[config.mk]
export PLATFORM = sky130hd
export DESIGN_NAME = lfps_exit_handshake_warm_reset
export DESIGN_NICKNAME = d
export VERILOG_FILES = /design/src/lfps_exit_handshake_warm_reset.v
export VERILOG_INCLUDE_DIRS = /design/src
export SDC_FILE = /design/constraint.sdc
export NUM_CORES = 1
export LEC_CHECK = 0
export ABC_AREA = 1
export BUFFER_PORTS_ARGS = -buffer_cell sky130_fd_sc_hd__buf_4
export CAP_MARGIN = 5
export CORE_MARGIN = 8
export CORE_UTILIZATION = 45
export DETAILED_ROUTE_END_ITERATION = 8
export GPL_TIMING_DRIVEN = 0
export HOLD_SLACK_MARGIN = 0.05
export PLACE_DENSITY = 0.72
export SYNTH_ARGS = -nofsm -noshare
export SYNTH_HDL_FRONTEND = slang
export SYNTH_SLANG_ARGS = --single-unit
[constraint.sdc]
create_clock -name clk_sys_in -period 5.7 [get_ports clk_sys_in]
set_input_delay 0.285 -clock clk_sys_in [delete_from_list [all_inputs] [get_ports clk_sys_in]]
set_output_delay 0.285 -clock clk_sys_in [all_outputs]
set_load 0.05 [all_outputs]
[src/lfps_hs_regs.vh]
// timing constants, encodings and widths for the lfps handshake controller
`ifndef LFPS_HS_REGS_VH
`define LFPS_HS_REGS_VH

// local clock rate
`define CLK_MHZ        125

// counter width, large enough for the warm reset burst
`define CNT_W          24

// handshake kinds
`define KIND_U1        2'h0
`define KIND_U2        2'h1
`define KIND_LPBK      2'h2
`define KIND_U3        2'h3

// times in their own units
`define T_VALID_NS     300
`define T_TAIL_NS      600
`define T_U1_TOT_NS    900
`define T_U1_RESP_NS   900
`define T_U1_RMAX_NS   1200
`define T_U1_SMAX_NS   2000
`define T_LONG_MIN_US  80
`define T_REL_MS       2
`define T_U3_MS        10
`define T_WARM_MS      100

// time to cycles, least times round up, longest times round down
`define NS2CYC_UP(t)   ((((t) * `CLK_MHZ) + 999) / 1000)
`define NS2CYC_DN(t)   (((t) * `CLK_MHZ) / 1000)
`define US2CYC(t)      ((t) * `CLK_MHZ)
`define MS2CYC(t)      ((t) * 1000 * `CLK_MHZ)

// one-hot state codes
`define ST_IDLE        5'h01
`define ST_INIT        5'h02
`define ST_RESP        5'h04
`define ST_WARM        5'h08
`define ST_SPARE       5'h10

// state bits read straight out as outputs
`define ST_IDLE_BIT    0
`define ST_WARM_BIT    3

`endif

[src/lfps_exit_handshake_warm_reset.v]
// lfps exit handshake and warm reset controller for the local port
//
// Contract
// device: ping versus u1 exit at 300 ns
// initiator sends lfps until success or failure
// responder validates 0.3 us, then answers lfps
// initiator succeeds within 2 ms or 10 ms
// t12: 300 ns validated plus 600 ns more; code counts the 600 ns from first sight of partner lfps
// concurrent u1 exit: send 900 ns total
// training ready, no gap beyond 20 ns
// responder succeeds after minimum t13-t11
// failure whenever success conditions are unmet
// short u1 limits unless timer or immediate
// responder max 1.2 us, then superspeed
// device: non-ping lfps always runs handshake
// device: warm reset path through recovery
// only downstream issues warm reset, not disabled
// device: warm reset told by burst length
// device: holds reset until lfps stops
// device: detect warm reset in 18-50 ms
// warm reset is one 80-120 ms burst
// device: recognise u1 exit at 300 ns
// device: local clock counters, one-cycle pulses
`include "lfps_hs_regs.vh"
`default_nettype none

module lfps_exit_handshake_warm_reset #(
  // no-response and relaxed limits, 2 ms
  parameter [`CNT_W-1:0] C_REL      = `MS2CYC(`T_REL_MS),
  // u3 wakeup limits, 10 ms
  parameter [`CNT_W-1:0] C_U3       = `MS2CYC(`T_U3_MS),
  // long minimum burst for u2, loopback and u3, 80 us
  parameter [`CNT_W-1:0] C_LONG_MIN = `US2CYC(`T_LONG_MIN_US),
  // warm reset burst length, 100 ms typical
  parameter [`CNT_W-1:0] C_WARM     = `MS2CYC(`T_WARM_MS)
) (
  input  wire       clk_sys_in,        // local port clock
  input  wire       rst_b_in,          // synchronous reset, low
  input  wire       clk_en_in,         // freezes all state when low
  input  wire       lfps_rx_in,        // lfps detector, high in burst
  input  wire       start_exit_in,     // begin exit as initiator
  input  wire       resp_arm_in,       // port in low power, may answer
  input  wire [1:0] exit_kind_in,      // u1, u2, loopback or u3
  input  wire       u2_timer_en_in,    // u2 inactivity timer enabled
  input  wire       immediate_exit_in, // exit right on u1 entry
  input  wire       ss_ready_in,       // training sequences ready
  input  wire       warm_reset_req_in, // issue warm reset
  input  wire       link_disabled_in,  // link in ss.disabled
  output wire       lfps_tx_out,       // lfps transmitter enable
  output wire       ss_tx_start_out,   // start superspeed signalling
  output wire       hs_success_out,    // handshake success pulse
  output wire       hs_fail_out,       // handshake failure pulse
  output wire       warm_active_out,   // warm reset burst in progress
  output wire       warm_done_out,     // warm reset burst ended pulse
  output wire       busy_out           // any sequence running
);

  // ----------------------------------------------------------------
  // cycle counts
  // ----------------------------------------------------------------
  localparam [`CNT_W-1:0] C_VALID   = `NS2CYC_UP(`T_VALID_NS);
  localparam [`CNT_W-1:0] C_TAIL    = `NS2CYC_UP(`T_TAIL_NS);
  localparam [`CNT_W-1:0] C_U1_TOT  = `NS2CYC_UP(`T_U1_TOT_NS);
  localparam [`CNT_W-1:0] C_U1_RESP = `NS2CYC_UP(`T_U1_RESP_NS);
  localparam [`CNT_W-1:0] C_U1_RMAX = `NS2CYC_DN(`T_U1_RMAX_NS);
  localparam [`CNT_W-1:0] C_U1_SMAX = `NS2CYC_DN(`T_U1_SMAX_NS);
  localparam [`CNT_W-1:0] C_ONE     = `CNT_W'h00_0001;
  localparam [`CNT_W-1:0] C_ZERO    = `CNT_W'h00_0000;

  // one-hot states
  localparam [4:0] S_IDLE = `ST_IDLE;
  localparam [4:0] S_INIT = `ST_INIT;
  localparam [4:0] S_RESP = `ST_RESP;
  localparam [4:0] S_WARM = `ST_WARM;

  // ----------------------------------------------------------------
  // state and registers
  // ----------------------------------------------------------------
  reg  [4:0]        state_reg;    // current state
  reg  [1:0]        kind_reg;     // kind of the running handshake
  reg               relax_reg;    // relaxed limits latched at start
  reg  [`CNT_W-1:0] cnt_t_reg;    // own lfps time
  reg  [`CNT_W-1:0] cnt_p_reg;    // time since partner lfps seen
  reg  [`CNT_W-1:0] run_reg;      // length of current rx burst
  reg               seen_reg;     // partner lfps seen
  reg               vld_reg;      // partner lfps validated
  reg               tx_reg;       // lfps transmitter
  reg               succ_reg;     // success pulse
  reg               fail_reg;     // failure pulse
  reg               ss_go_reg;    // superspeed start pulse
  reg               wdone_reg;    // warm reset end pulse
  reg               rx_s1_reg;    // rx synchroniser, first stage
  reg               rx_s2_reg;    // rx synchroniser, second stage
  reg               rx_s3_reg;    // rx synchroniser, third stage
  reg               rx_lvl_reg;   // accepted rx level

  // ----------------------------------------------------------------
  // derived limits
  // ----------------------------------------------------------------
  wire is_u1   = (kind_reg == `KIND_U1);
  wire is_lpbk = (kind_reg == `KIND_LPBK);
  wire is_u3   = (kind_reg == `KIND_U3);

  // no-response timeout after t10
  wire [`CNT_W-1:0] to_max = is_u3 ? C_U3 : C_REL;

  // least own lfps before leaving, counted from t10
  wire [`CNT_W-1:0] init_min = is_u1 ? C_U1_TOT : C_LONG_MIN;

  // longest t12-t11, short only for plain u1
  wire [`CNT_W-1:0] tail_max = (is_u1 && !relax_reg) ? C_U1_SMAX :
                               (is_u3 ? C_U3 : C_REL);

  // least t13-t11 for the responder
  wire [`CNT_W-1:0] resp_min = is_u1 ? C_U1_RESP : C_LONG_MIN;

  // longest t13-t11 for the responder
  wire [`CNT_W-1:0] resp_max = is_u1 ?
                               (relax_reg ? C_REL : C_U1_RMAX) :
                               (is_u3 ? C_U3 : C_REL);

  // loopback exit needs no training sequences
  wire ready_ok = is_lpbk | ss_ready_in;

  // partner burst has lasted long enough to be valid
  wire rx_valid = (run_reg >= C_VALID);

  // initiator success test at t12
  wire init_ok = vld_reg && (cnt_p_reg >= C_TAIL) &&
                 (cnt_t_reg >= init_min) && ready_ok;

  // initiator failure test
  wire init_bad = (cnt_t_reg >= to_max) ||
                  (seen_reg && (cnt_p_reg >= tail_max));

  // ----------------------------------------------------------------
  // rx pin synchroniser and filter
  // ----------------------------------------------------------------
  // three stages; a change is taken once stages two and three agree
  always @(posedge clk_sys_in)
  begin
    if (!rst_b_in)
    begin
      rx_s1_reg  <= 1'b0;
      rx_s2_reg  <= 1'b0;
      rx_s3_reg  <= 1'b0;
      rx_lvl_reg <= 1'b0;
    end
    else if (clk_en_in)
    begin
      rx_s1_reg <= lfps_rx_in;
      rx_s2_reg <= rx_s1_reg;
      rx_s3_reg <= rx_s2_reg;
      // accept only a settled level
      if (rx_s2_reg == rx_s3_reg)
      begin
        rx_lvl_reg <= rx_s3_reg;
      end
    end
  end

  // ----------------------------------------------------------------
  // rx burst length counter
  // ----------------------------------------------------------------
  // counts cycles of the current burst, saturating at the valid mark
  always @(posedge clk_sys_in)
  begin
    if (!rst_b_in)
    begin
      run_reg <= C_ZERO;
    end
    else if (clk_en_in)
    begin
      if (!rx_lvl_reg)
      begin
        // idle restarts the measurement
        run_reg <= C_ZERO;
      end
      else if (!rx_valid)
      begin
        run_reg <= run_reg + C_ONE;
      end
    end
  end

  // ----------------------------------------------------------------
  // handshake and warm reset state machine
  // ----------------------------------------------------------------
  always @(posedge clk_sys_in)
  begin
    if (!rst_b_in)
    begin
      state_reg <= S_IDLE;
      kind_reg  <= `KIND_U1;
      relax_reg <= 1'b0;
      cnt_t_reg <= C_ZERO;
      cnt_p_reg <= C_ZERO;
      seen_reg  <= 1'b0;
      vld_reg   <= 1'b0;
      tx_reg    <= 1'b0;
      succ_reg  <= 1'b0;
      fail_reg  <= 1'b0;
      ss_go_reg <= 1'b0;
      wdone_reg <= 1'b0;
    end
    else if (clk_en_in)
    begin
      // pulses last one cycle
      succ_reg  <= 1'b0;
      fail_reg  <= 1'b0;
      ss_go_reg <= 1'b0;
      wdone_reg <= 1'b0;
      case (state_reg)
        S_IDLE:
        begin
          cnt_t_reg <= C_ZERO;
          cnt_p_reg <= C_ZERO;
          seen_reg  <= 1'b0;
          vld_reg   <= 1'b0;
          if (warm_reset_req_in && !link_disabled_in)
          begin
            // warm reset taken from idle only, not while disabled
            state_reg <= S_WARM;
            tx_reg    <= 1'b1;
          end
          else if (start_exit_in)
          begin
            // t10: initiator starts its lfps
            state_reg <= S_INIT;
            kind_reg  <= exit_kind_in;
            relax_reg <= u2_timer_en_in | immediate_exit_in;
            tx_reg    <= 1'b1;
          end
          else if (resp_arm_in && rx_valid)
          begin
            // t11: partner lfps validated, answer it
            state_reg <= S_RESP;
            kind_reg  <= exit_kind_in;
            relax_reg <= u2_timer_en_in | immediate_exit_in;
            tx_reg    <= 1'b1;
          end
        end
        S_INIT:
        begin
          cnt_t_reg <= cnt_t_reg + C_ONE;
          // partner time counts from first sight of its lfps
          if (rx_lvl_reg && !seen_reg)
          begin
            seen_reg  <= 1'b1;
            cnt_p_reg <= C_ZERO;
          end
          else if (seen_reg)
          begin
            cnt_p_reg <= cnt_p_reg + C_ONE;
          end
          // remember a validated partner burst
          if (seen_reg && rx_valid)
          begin
            vld_reg <= 1'b1;
          end
          if (init_ok)
          begin
            // stop lfps and start superspeed in the same cycle
            state_reg <= S_IDLE;
            tx_reg    <= 1'b0;
            succ_reg  <= 1'b1;
            ss_go_reg <= !is_lpbk;
          end
          else if (init_bad)
          begin
            state_reg <= S_IDLE;
            tx_reg    <= 1'b0;
            fail_reg  <= 1'b1;
          end
        end
        S_RESP:
        begin
          cnt_t_reg <= cnt_t_reg + C_ONE;
          if ((cnt_t_reg >= resp_min) && ready_ok)
          begin
            // t13: minimum sent, switch to superspeed
            state_reg <= S_IDLE;
            tx_reg    <= 1'b0;
            succ_reg  <= 1'b1;
            ss_go_reg <= !is_lpbk;
          end
          else if (cnt_t_reg >= resp_max)
          begin
            state_reg <= S_IDLE;
            tx_reg    <= 1'b0;
            fail_reg  <= 1'b1;
          end
        end
        S_WARM:
        begin
          cnt_t_reg <= cnt_t_reg + C_ONE;
          // one single burst of the full length
          if (cnt_t_reg >= (C_WARM - C_ONE))
          begin
            state_reg <= S_IDLE;
            tx_reg    <= 1'b0;
            wdone_reg <= 1'b1;
          end
        end
        default:
        begin
          // illegal code, recover quietly
          state_reg <= S_IDLE;
          tx_reg    <= 1'b0;
        end
      endcase
    end
  end

  // ----------------------------------------------------------------
  // outputs
  // ----------------------------------------------------------------
  assign lfps_tx_out     = tx_reg;
  assign ss_tx_start_out = ss_go_reg;
  assign hs_success_out  = succ_reg;
  assign hs_fail_out     = fail_reg;
  assign warm_active_out = state_reg[`ST_WARM_BIT];
  assign warm_done_out   = wdone_reg;
  assign busy_out        = !state_reg[`ST_IDLE_BIT];

endmodule

`default_nettype wire

# Word level (Yosys, flattened, before mapping)
# Cells that the tools add are included.
[op_classes] n_eq_ne=15 n_reduce_logical=29 muxes=50 shift=0 bitwise=3 addsub=3 magnitude_cmp=7 div_mod_pow=0 mul=0
[ops] operator="2-to-1 mux 24 bit" count=5
[ops] operator="case mux 24 bit (2 select lines)" count=2
[ops] operator="adder 24 x 1 -> 24 bit (second input constant)" count=3
[ops] operator="greater-or-equal comparator 24 x 21 -> 1 bit" count=2
[ops] operator="2-to-1 mux 21 bit" count=2
[ops] operator="2-to-1 mux 5 bit" count=8
[ops] operator="greater-or-equal comparator 24 x 14 -> 1 bit" count=1
[ops] operator="greater-or-equal comparator 24 bit" count=1
[ops] operator="greater-or-equal comparator 24 bit (second input constant)" count=1
[ops] operator="greater-or-equal comparator 24 x 6 -> 1 bit (second input constant)" count=1
[ops] operator="greater-or-equal comparator 24 x 7 -> 1 bit (second input constant)" count=1
[ops] operator="2-to-1 mux 1 bit" count=22
[ops] operator="case mux 5 bit (4 select lines)" count=1
[ops] operator="2-to-1 mux 18 bit" count=1
[ops] operator="2-to-1 mux 14 bit" count=1
[ops] operator="logical AND 1 bit" count=10
[ops] operator="case mux 1 bit (2 select lines)" count=5
[ops] operator="inequality test 3 bit (second input constant)" count=3
[ops] operator="AND reduction 3 bit" count=3
[ops] operator="inequality test 2 bit (second input constant)" count=4
[ops] operator="AND reduction 2 bit" count=3
[ops] operator="nonzero test 2 bit" count=3
[ops] operator="== test 5 x 1 -> 1 bit (second input constant)" count=1
[ops] operator="== test 5 x 2 -> 1 bit (second input constant)" count=1
[ops] operator="15 further kinds" count=22
[word_totals] register_bits=91 romBits=0 ramBits=0 input_bits=13 out_inout_bits=7 memories=0 latch_bits=0

# Logic depth before layout (Yosys ltp)
# Gate-level depths: netlist (run 1).
[depth] word_depth=9 mapped_depth=19 ltp_nobuf=19

# Least setup slack after synthesis (run 1)
# Ideal clock, no wire load.
[synth_path] path_kind="register to register" startpoint="register kind_reg[0]" endpoint="register state_reg[3]" path_stages_with_launch=17 slack_ns=3.348 arrival_ns=2.288 cell_sequence="dfxtp_1 > nor2_1 > inv_1 > nor2_1 > nor2_1 > ha_1 > a21oi_1 > or2_2 > nand2_1 > nand2_1 > nand2_1 > nand2_1 > nand2_1 > nor2_1 > nor2_2 > nor2_1 > nor2_1"
[synth_via] elab_chain_cells=8 word_cells_on_any_way=24 cone_classes="order compare (4); eq/ne (4); mux (7); bitwise (1); reduce/logical (8)"
[synth_lines] element="start: declaration" line_no="lfps_exit_handshake_warm_reset.v:80" text="reg [1:0] kind_reg;"
[synth_lines] element="start signal: assignment" line_no="lfps_exit_handshake_warm_reset.v:194" text="kind_reg <= `KIND_U1;"
[synth_lines] element="start signal: assignment" line_no="lfps_exit_handshake_warm_reset.v:230" text="kind_reg <= exit_kind_in;"
[synth_lines] element="start signal: assignment" line_no="lfps_exit_handshake_warm_reset.v:238" text="kind_reg <= exit_kind_in;"
[synth_lines] element="== test 2 bit (no line) or zero test 2 bit (tied branches)"
[synth_lines] element="2-to-1 mux 21 bit or logical AND 1 bit (tied branches)"
[synth_lines] element="2-to-1 mux 24 bit" line_no="lfps_exit_handshake_warm_reset.v:111" text="wire [`CNT_W-1:0] tail_max = (is_u1 && !relax_reg) ? C_U1_SMAX :"
[synth_lines] element="greater-or-equal comparator 24 bit" line_no="lfps_exit_handshake_warm_reset.v:134" text="(seen_reg && (cnt_p_reg >= tail_max));"
[synth_lines] element="logical AND 1 bit" line_no="lfps_exit_handshake_warm_reset.v:134"
[synth_lines] element="logical OR 1 bit" line_no="lfps_exit_handshake_warm_reset.v:133" text="wire init_bad = (cnt_t_reg >= to_max) ||"
[synth_lines] element="inequality test 3 bit (no line)"
[synth_lines] element="AND reduction 5 bit (no line)"
[synth_lines] element="end signal: assignment" line_no="lfps_exit_handshake_warm_reset.v:193" text="state_reg <= S_IDLE;"
[synth_lines] element="end signal: assignment" line_no="lfps_exit_handshake_warm_reset.v:223" text="state_reg <= S_WARM;"
[synth_lines] element="end signal: assignment" line_no="lfps_exit_handshake_warm_reset.v:229" text="state_reg <= S_INIT;"
[synth_lines] element="end: declaration" line_no="lfps_exit_handshake_warm_reset.v:79" text="reg [4:0] state_reg;"
# Several ways; a longest one is shown, not always the timed one.
# A chain may end at the register's enable or synchronous reset.

# Worst setup path after layout (run 1)
[layout_path] startpoint="register kind_reg[1]" endpoint="register tx_reg, in the netlist lfps_tx_out"
[layout_via] elab_chain_cells=8 word_cells_on_any_way=24 cone_classes="order compare (4); eq/ne (4); mux (7); bitwise (1); reduce/logical (8)"
[layout_lines] element="== test 2 bit (no line) or zero test 2 bit (tied branches)"
[layout_lines] element="2-to-1 mux 21 bit or logical AND 1 bit (tied branches)"
[layout_lines] element="2-to-1 mux 24 bit" line_no="lfps_exit_handshake_warm_reset.v:111"
[layout_lines] element="greater-or-equal comparator 24 bit" line_no="lfps_exit_handshake_warm_reset.v:134"
[layout_lines] element="logical AND 1 bit" line_no="lfps_exit_handshake_warm_reset.v:134"
[layout_lines] element="logical OR 1 bit" line_no="lfps_exit_handshake_warm_reset.v:133"
[layout_lines] element="inequality test 3 bit (no line)"
[layout_lines] element="AND reduction 5 bit (no line)"
[layout_lines] element="end signal: assignment" line_no="lfps_exit_handshake_warm_reset.v:200" text="tx_reg <= 1'b0;"
[layout_lines] element="end signal: assignment" line_no="lfps_exit_handshake_warm_reset.v:224" text="tx_reg <= 1'b1;"
[layout_lines] element="end signal: assignment" line_no="lfps_exit_handshake_warm_reset.v:232" text="tx_reg <= 1'b1;"
[layout_lines] element="end: declaration" line_no="lfps_exit_handshake_warm_reset.v:87" text="reg tx_reg;"
# Several ways; a longest one is shown, not always the timed one.

==> results of run 1 <==
## synth_stat cells
master / n
a211oi_1: 6
a211oi_2: 2
a21o_1: 1
a21oi_1: 54
a21oi_2: 1
a22oi_1: 2
a22oi_2: 1
a31oi_1: 2
a41oi_1: 1
buf_2: 6
buf_6: 1
clkbuf_1: 4
clkbuf_2: 1
clkinv_1: 1
dfxtp_1: 90
ha_1: 38
inv_1: 112
inv_2: 8
nand2_1: 202
nand2_2: 7
nand2_4: 4
nand3_1: 44
nand3_2: 6
nand3b_1: 2
nand4_1: 13
nor2_1: 132
nor2_2: 14
nor2_4: 5
nor3_1: 34
nor3_2: 2
nor3b_1: 7
nor4_1: 4
o2111ai_1: 1
o211a_1: 1
o211ai_1: 1
o21a_1: 3
o21ai_0: 35
o21ai_1: 3
o21ai_2: 2
or2_2: 1
xor2_1: 3
## power groups by stage
stage | Sequential (mW) | Clock [mW] | Combinational (mW)
2_1_floorplan | 0.668 | 0 | 0.162
3_3_place_gp | 0.663 | 0 | 0.224
3_5_place_dp | 0.663 | 0 | 0.227
4_1_cts | 0.649 | 0.679 | 0.228
5_1_grt | 0.650 | 0.704 | 0.257
6_report | 0.649 | 0.666 | 0.226
## worst paths after layout
kind,end,slack (ns),cells past startpoint
max,lfps_tx_out,2.68,18
min,rx_s1_reg,0.16,3
max reg2reg,lfps_tx_out,2.68,18
min reg2reg,run_reg[13],0.44,2
## metrics by stage
step / utilization, % / cell area (um2) / worst slack [ns] / hold slack [ns]
final: 50.77 / 6302 / 2.675 / 0.1608
after global routing: 50.77 / 6302 / 2.298 / 0.1793
after CTS: 50.77 / 6302 / 2.645 / 0.1618
after detailed placement: 48.08 / 5968 / 2.659 / 0.4336
after global placement: 48.08 / 5968 / 2.697 / 0.4299
after floorplan: - / 5618 / 3.348 / 0.4199
## tightest hold or removal path, delay by kind of cell
kind	cells	cell delay [ns]
buffers and inverters	1	0.08
AND/OR/NAND/NOR	2	0.11
## layer usage
layer  wire length, um  vias to the layer above  GRT usage, %
li1                  -                     2839             -
met3               704                       16         3.661
met1              6483                     2406         22.07
met5                 0                        -             0
met4               173                        0         4.825
met2              5960                      119         27.57
## area by class of cell
type,instances,area (um2)
Buffer,12,61.31
Clock buffer,10,239.0
Clock inverter,6,95.09
Fill cell,1303,6112
Inverter,121,454.2
Multi-Input combinational cell,634,3301
Sequential cell,90,1802
Tap cell,172,215.2
Timing Repair Buffer,18,135.1
## cell families (layout without fill, tap and decap cells)
group,Yosys count,in the layout
AO/OA/AOI/OAI,116,116
XOR/XNOR,3,3
adder cells (fa/ha/maj),38,38
buffers and inverters,133,167
flip-flops,90,90
AND/OR/NAND/NOR,477,477
==> results.md, run 1 <==
* Outcome: finished, final reports clean
* Layout cell share with drive strength beyond 1 at between 10% and 20%
* ANT cells at 0
* Final Max Slew Viols at 0
* Worst slew pin tran at roughly 0.57 ns
* Crit path kind: register to register
* Yosys cell types at 41
* Largest net degree at the start of global routing at 17
* Leakage at roughly 2.9 nW
* CTS tree: built
* Final Routed Wirelength at around 13,000 um
* Layout Skew at between 0.01 and 0.015 ns
* FMAX at between 0.3 and 0.4 GHz
* Setup TNS at 0 ns
* CTS H-tree lvls at 3
* Grt total ovfl at 0
* Overall Power at ~1.5 mW
* Port buffer count at 18
* Hold Buf Count CTS at 0
* Crit-path max cell delay at roughly 0.43 ns
* Adder-cell share of the synthesized area at 8.463%
* Final #Nets at about 940
* XOR/XNOR share of the synthesized area at less than 1%
* Worst EP arrival at about 3.3 ns
* Yosys top cell area share at roughly a third
* Via density at slightly above 5
* CTS clk-pin slew, worst paths at approximately 0.070 ns
* Hold crit path type: input port to register
* Initial antenna violation count at 0
* Clock share of power at 43.2%
* Post-synthesis mux area share at 0%
* Fin. Hold Viols at 0
* Die area at between 15,000 and 20,000 um2
* Top cells by area, synth: dfxtp_1 (32%), nand2_1 (13%), nor2_1 (8.8%), ha_1 (8.5%), inv_1 (7.5%)
* Max IR drop VDD at approximately 0.17 mV
* Yosys reg bits at 90
* Startpoint Class: register
* CTS root buf: clkbuf_16
* Most frequent CP cell: nand2_1
* Crit path capture type: register
* Clock tree buffer depth at 2
* Non-filler instance count after layout at between 1,000 and 1,500
* All-layer global routing usage at ~17%
* Initial Utilization at 45.25%
* Clock sink count at 90
* Num CTS Buffers at 9
* Slowest CP cell: nor2_1
* Cells after Synth at about 860
* DR iter-0 viols at approximately 360
* Register area share after synthesis at between 30% and 40%
* Placed cells at 1,047
* Main combinational cell family by area after synthesis: simple AND/OR/NAND/NOR gates
* Post-CTS sizing at 0
* RSZ-0062 raised after global routing: no
* DRT antenna net count at 0
* Critical path startpoint: kind_reg[1]
* Mean area per synthesized cell at approximately 6.6 um2
* Worst skew pair latency at 0.35 ns
* Sw Share at between 20% and 30%
* Sequential Power Share at about 42%
* Worst path cell trace: nor2_1, inv_1, nor2_1, inv_1, ha_1, inv_1, o21ai_0, nand2_1, nand2_1, nand2_1, nand2_1, nand2_1, nand2_1, nor2_1, nor2_2, nand3_1, nand2_1, nor2_1
* Drt pass-1 iters at 5
* Commonest non-fill, non-tap cells in the layout: nand2_1 (202), nor2_1 (132), inv_1 (112)
* Die Wd at between 100 and 150 um
* RR Startpoint: kind_reg[1]
* HPWL Detailed at approximately 10,000 um
* Die span in y at 127.7 um
* Residual DRC at 0
* Postcts setup bufs at 0
* I/O Pins at 20
* CP max FO at 6
* Mapped Area at between 5000 and 6000 um2
* Post-synthesis simple-gate area fraction at 38.04%
* Max_slew headroom at around three fifths
* PD cells at roughly 240 nW/um2
* Vias in the first global route at a little under 5,000
* Hold Crit Start: lfps_rx_in
* CP top delay family: simple AND/OR/NAND/NOR gates
* Max Cap Viol at 0
* Worst EP required at between 5 and 6 ns
* Post-synth top area cell: dfxtp_1
* Ys Warns at 0
* Comb power frac at between 10 and 15%
* Syn_nets at between 900 and 1,000
* Internal power at around 1.1 mW
* Site Rows at 41
* Crit path time final at roughly 3.0 ns
* Compound-Gate Fraction of Synth Area at a little under an eighth
* Gp weighted congestion at 0.8562
* Core box area at about 12,000 um2
* Final setup vio count at 0
* NetSw at ~430 uW
* Tcrit/Tclk final at between 50% and 60%
* Layout area overhead at 12.18%
* First-pass GRT wire length at 22,710 um
* Via count at roughly 5,400
* CP Buf/Inv Count at 3
* Routed wire length per instance at 12.53 um
* Most common cell after layout, fill and taps aside: nand2_1
(Power assumes the default switching activity.)
==> run 2: changes to the inputs <==
==> constraint.sdc (replaced) <==
create_clock -name clk_sys_in -period 2.9 [get_ports clk_sys_in]
set_input_delay 0.145 -clock clk_sys_in [delete_from_list [all_inputs] [get_ports clk_sys_in]]
set_output_delay 0.145 -clock clk_sys_in [all_outputs]
set_load 0.05 [all_outputs]
==> run 2 against run 1 <==
  * Non-clock buffer count rose by 1
  * Setup slack worse by 2.3 ns
  * Die area stayed put
  * Global-route usage about the same
  * Via count hardly changed
  * Cell count is essentially flat
  * Sequential power increased by 97%
  * Clock-buffer cell count is the same
  * Worst hold slack lost 0.10 ns
  * Clock skew about the same
  * First-iteration DRC count shrank 13%
  * Critical path type unchanged
  * Largest cell class unchanged
==> results.md, run 2 (synthesis results as in run 1) <==
* Outcome: finished, final reports clean
* Fin. Hold Viols at 0 (unchanged)
* FMAX at 0.3895 GHz (+18%)
* All-layer global routing usage at 16.97% (about the same)
* I/O Pins at 20 (unchanged)
* Reg2reg path depth at 19 (+1)
* CTS tree: built
* Clock sink count at 90 (unchanged)
* Worst R2R End: lfps_tx_out
* Crit path capture type: register
* Num CTS Buffers at 9 (unchanged)
* Slowest CP cell: dfxtp_2
* Gp weighted congestion at 0.8562 (unchanged)
* Initial antenna violation count at 0 (unchanged)
* Port buffer count at 18 (unchanged)
* FF+latch area at 1804 um2 (+0.14%)
* Final-layout fill cell count at 1,300 (-0.23%)
* Die area at 16,320 um2 (unchanged)
* Worst slew pin tran at 0.5390 ns (-0.03145 ns)
* Residual DRC at 0 (unchanged)
* Layout cell share with drive strength beyond 1 at 11.32% (+0.66 points)
* Startpoint Class: register
* Non-filler instance count after layout at 1,064 (+0.094%)
* CTS root buf: clkbuf_16
* Endpoint, Worst Hold: relax_reg
* Final Util at 51.03% (+0.26 points)
* Layout Skew at 0.01027 ns (-0.0003828 ns)
* Leakage at 2.870 nW (+0.39%)
* HPWL Detailed at 10,400 um (unchanged)
* Max Cap Viol at 0 (unchanged)
* PD cells at 480.2 nW/um2 (+96%)
* Layout area overhead at 12.76%
* Largest net degree at the start of global routing at 17 (unchanged)
* CTS clk-pin slew, worst paths at 0.07 ns (about the same)
* Most frequent CP cell: nand2_1
* Core box area at 12,410 um2 (unchanged)
* Site Rows at 41 (unchanged)
* Max_slew headroom at 64.07% (+2.2 points)
* Worst path cell trace: nor2_4, inv_1, nor2_4, nor2_2, inv_1, ha_1, nand2_1, nor2_1, inv_1, nor2_1, nand2_1, nand2_1, nand2_1, nand2_1, nor2_1, nor2_2, nand3_1, nand2_1, nor2_1
* Final Max Slew Viols at 0 (unchanged)
* Via count at 5,382 (+0.037%)
* Worst EP required at 3.15 ns (-2.80 ns)
* RR Startpoint: kind_reg[1]
* Vias in the first global route at 4,921 (+0.061%)
* Crit-path max cell delay at 0.41 ns (-0.02 ns)
* Worst skew pair latency at 0.35 ns (about the same)
* DRT antenna net count at 0 (unchanged)
* Hold Crit Start: u2_timer_en_in
* Placed cells at 1,047 (unchanged)
* Routed wire length per instance at 12.57 um (+0.34%)
* Die span in y at 127.7 um (unchanged)
* Final Routed Wirelength at 13,380 um (+0.44%)
* CP Buf/Inv Count at 3 (unchanged)
* Via density at 5.058 (about the same)
* Crit path time final at 2.567 ns (-0.4572 ns)
* Most common cell after layout, fill and taps aside: nand2_1
* CP max FO at 6 (unchanged)
* Drt pass-1 iters at 5 (unchanged)
* R2R setup slack at 0.33 ns (-2.34 ns)
* RSZ-0062 raised after global routing: no
* Hold crit path type: input port to register
* Tcrit/Tclk final at 88.53% (+35 points)
* DR iter-0 viols at 311 (-13%)
* Grt total ovfl at 0 (unchanged)
* Crit path kind: register to register
* Final #Nets at 938 (+0.11%)
* Final setup vio count at 0 (unchanged)
* Multi-input logic area at 3321 um2 (+0.61%)
* Commonest non-fill, non-tap cells in the layout: nand2_1 (202), nor2_1 (128), inv_1 (112)
* ANT cells at 0 (unchanged)
* CTS H-tree lvls at 3 (unchanged)
* First-pass GRT wire length at 22,730 um (about the same)
* Setup TNS at 0 ns (unchanged)
* Worst EP arrival at 2.82 ns (-0.45 ns)
* CP top delay family: simple AND/OR/NAND/NOR gates
* Initial Utilization at 45.25% (unchanged)
* Max IR drop VDD at 0.3349 mV (+100%)
* Die Wd at 127.7 um (unchanged)
* Clock tree buffer depth at 2 (unchanged)
* Hold depth at 3 (unchanged)
[run 2: changes by cell type in the layout (fill, tap and decap cells not counted)]
cell           delta
dlygate4sd3_1     +1
dfxtp_2           +2
dfxtp_1           -2
nor2_1            -4
nor2_4            +2
nor2_2            +2
[run 2: what timing repair did]
item / CTS / global route
setup endpoints to repair: 6 / 6
pin swaps: 0 / 0
hold buffers: 1 / 0
endpoints found under the hold margin: 1 / 0
gates resized for setup: 1 / 7
setup buffers: 0 / 0
[run 2: where the power goes]
part           switching [mW]  internal (mW)  total [mW]  leakage, nW
clock network           0.525          0.788        1.31        0.164
logic                   0.308          0.144       0.451         1.98
registers              0.0225           1.26        1.28        0.728
[run 2: worst max path at each step]
stage / start / end / slack [ns] / depth (start not counted)
3_5_place_dp: kind_reg[1] / lfps_tx_out / -0.14 / 19
6_report: kind_reg[1] / lfps_tx_out / 0.33 / 19
5_1_grt: kind_reg[1] / lfps_tx_out / 0.08 / 19
3_3_place_gp: kind_reg[1] / lfps_tx_out / -0.10 / 18
4_1_cts: kind_reg[0] / lfps_tx_out / 0.02 / 19
2_1_floorplan: kind_reg[0] / state_reg[3] / 0.55 / 16
[run 2: cell type report]
class / count / area share, %
sequential: 90 / 28.48
clock inverter: 6 / 1.501
tap: 172 / 3.397
clock buffer: 10 / 3.772
multi-input combinational: 634 / 52.42
inverter: 121 / 7.170
buffer: 12 / 0.9678
timing repair buffer: 19 / 2.291
[run 2: routing by layer]
metal  wire length [um]  global-route usage [%]
met3                750                   3.661
met1               6445                   22.09
met2               6010                   27.57
met5                  0                       0
met4                173                   4.825
[run 2: worst reg2reg max path: cells and delay by family (launching register included)]
| kind | cells | cell delay, ns |
|---|---|---|
| DFF | 1 | 0.41 |
| and+or+nand+nor | 15 | 1.46 |
| buffers and inverters | 3 | 0.31 |
| adders and majority gates | 1 | 0.29 |
[run 2: metrics by stage]
| stage | hold slack, ns | area, um2 | setup WS, ns | power, mW |
|---|---|---|---|---|
| after floorplan | 0.2799 | 5618 | 0.5481 | 1.632 |
| after global placement | 0.3751 | 5968 | -0.1031 | 1.743 |
| after detailed placement | 0.3856 | 5968 | -0.1407 | 1.750 |
| after CTS | 0.06098 | 6315 | 0.01738 | 3.060 |
| after global routing | 0.07139 | 6335 | 0.07944 | 3.176 |
| final | 0.05959 | 6335 | 0.3326 | 3.042 |
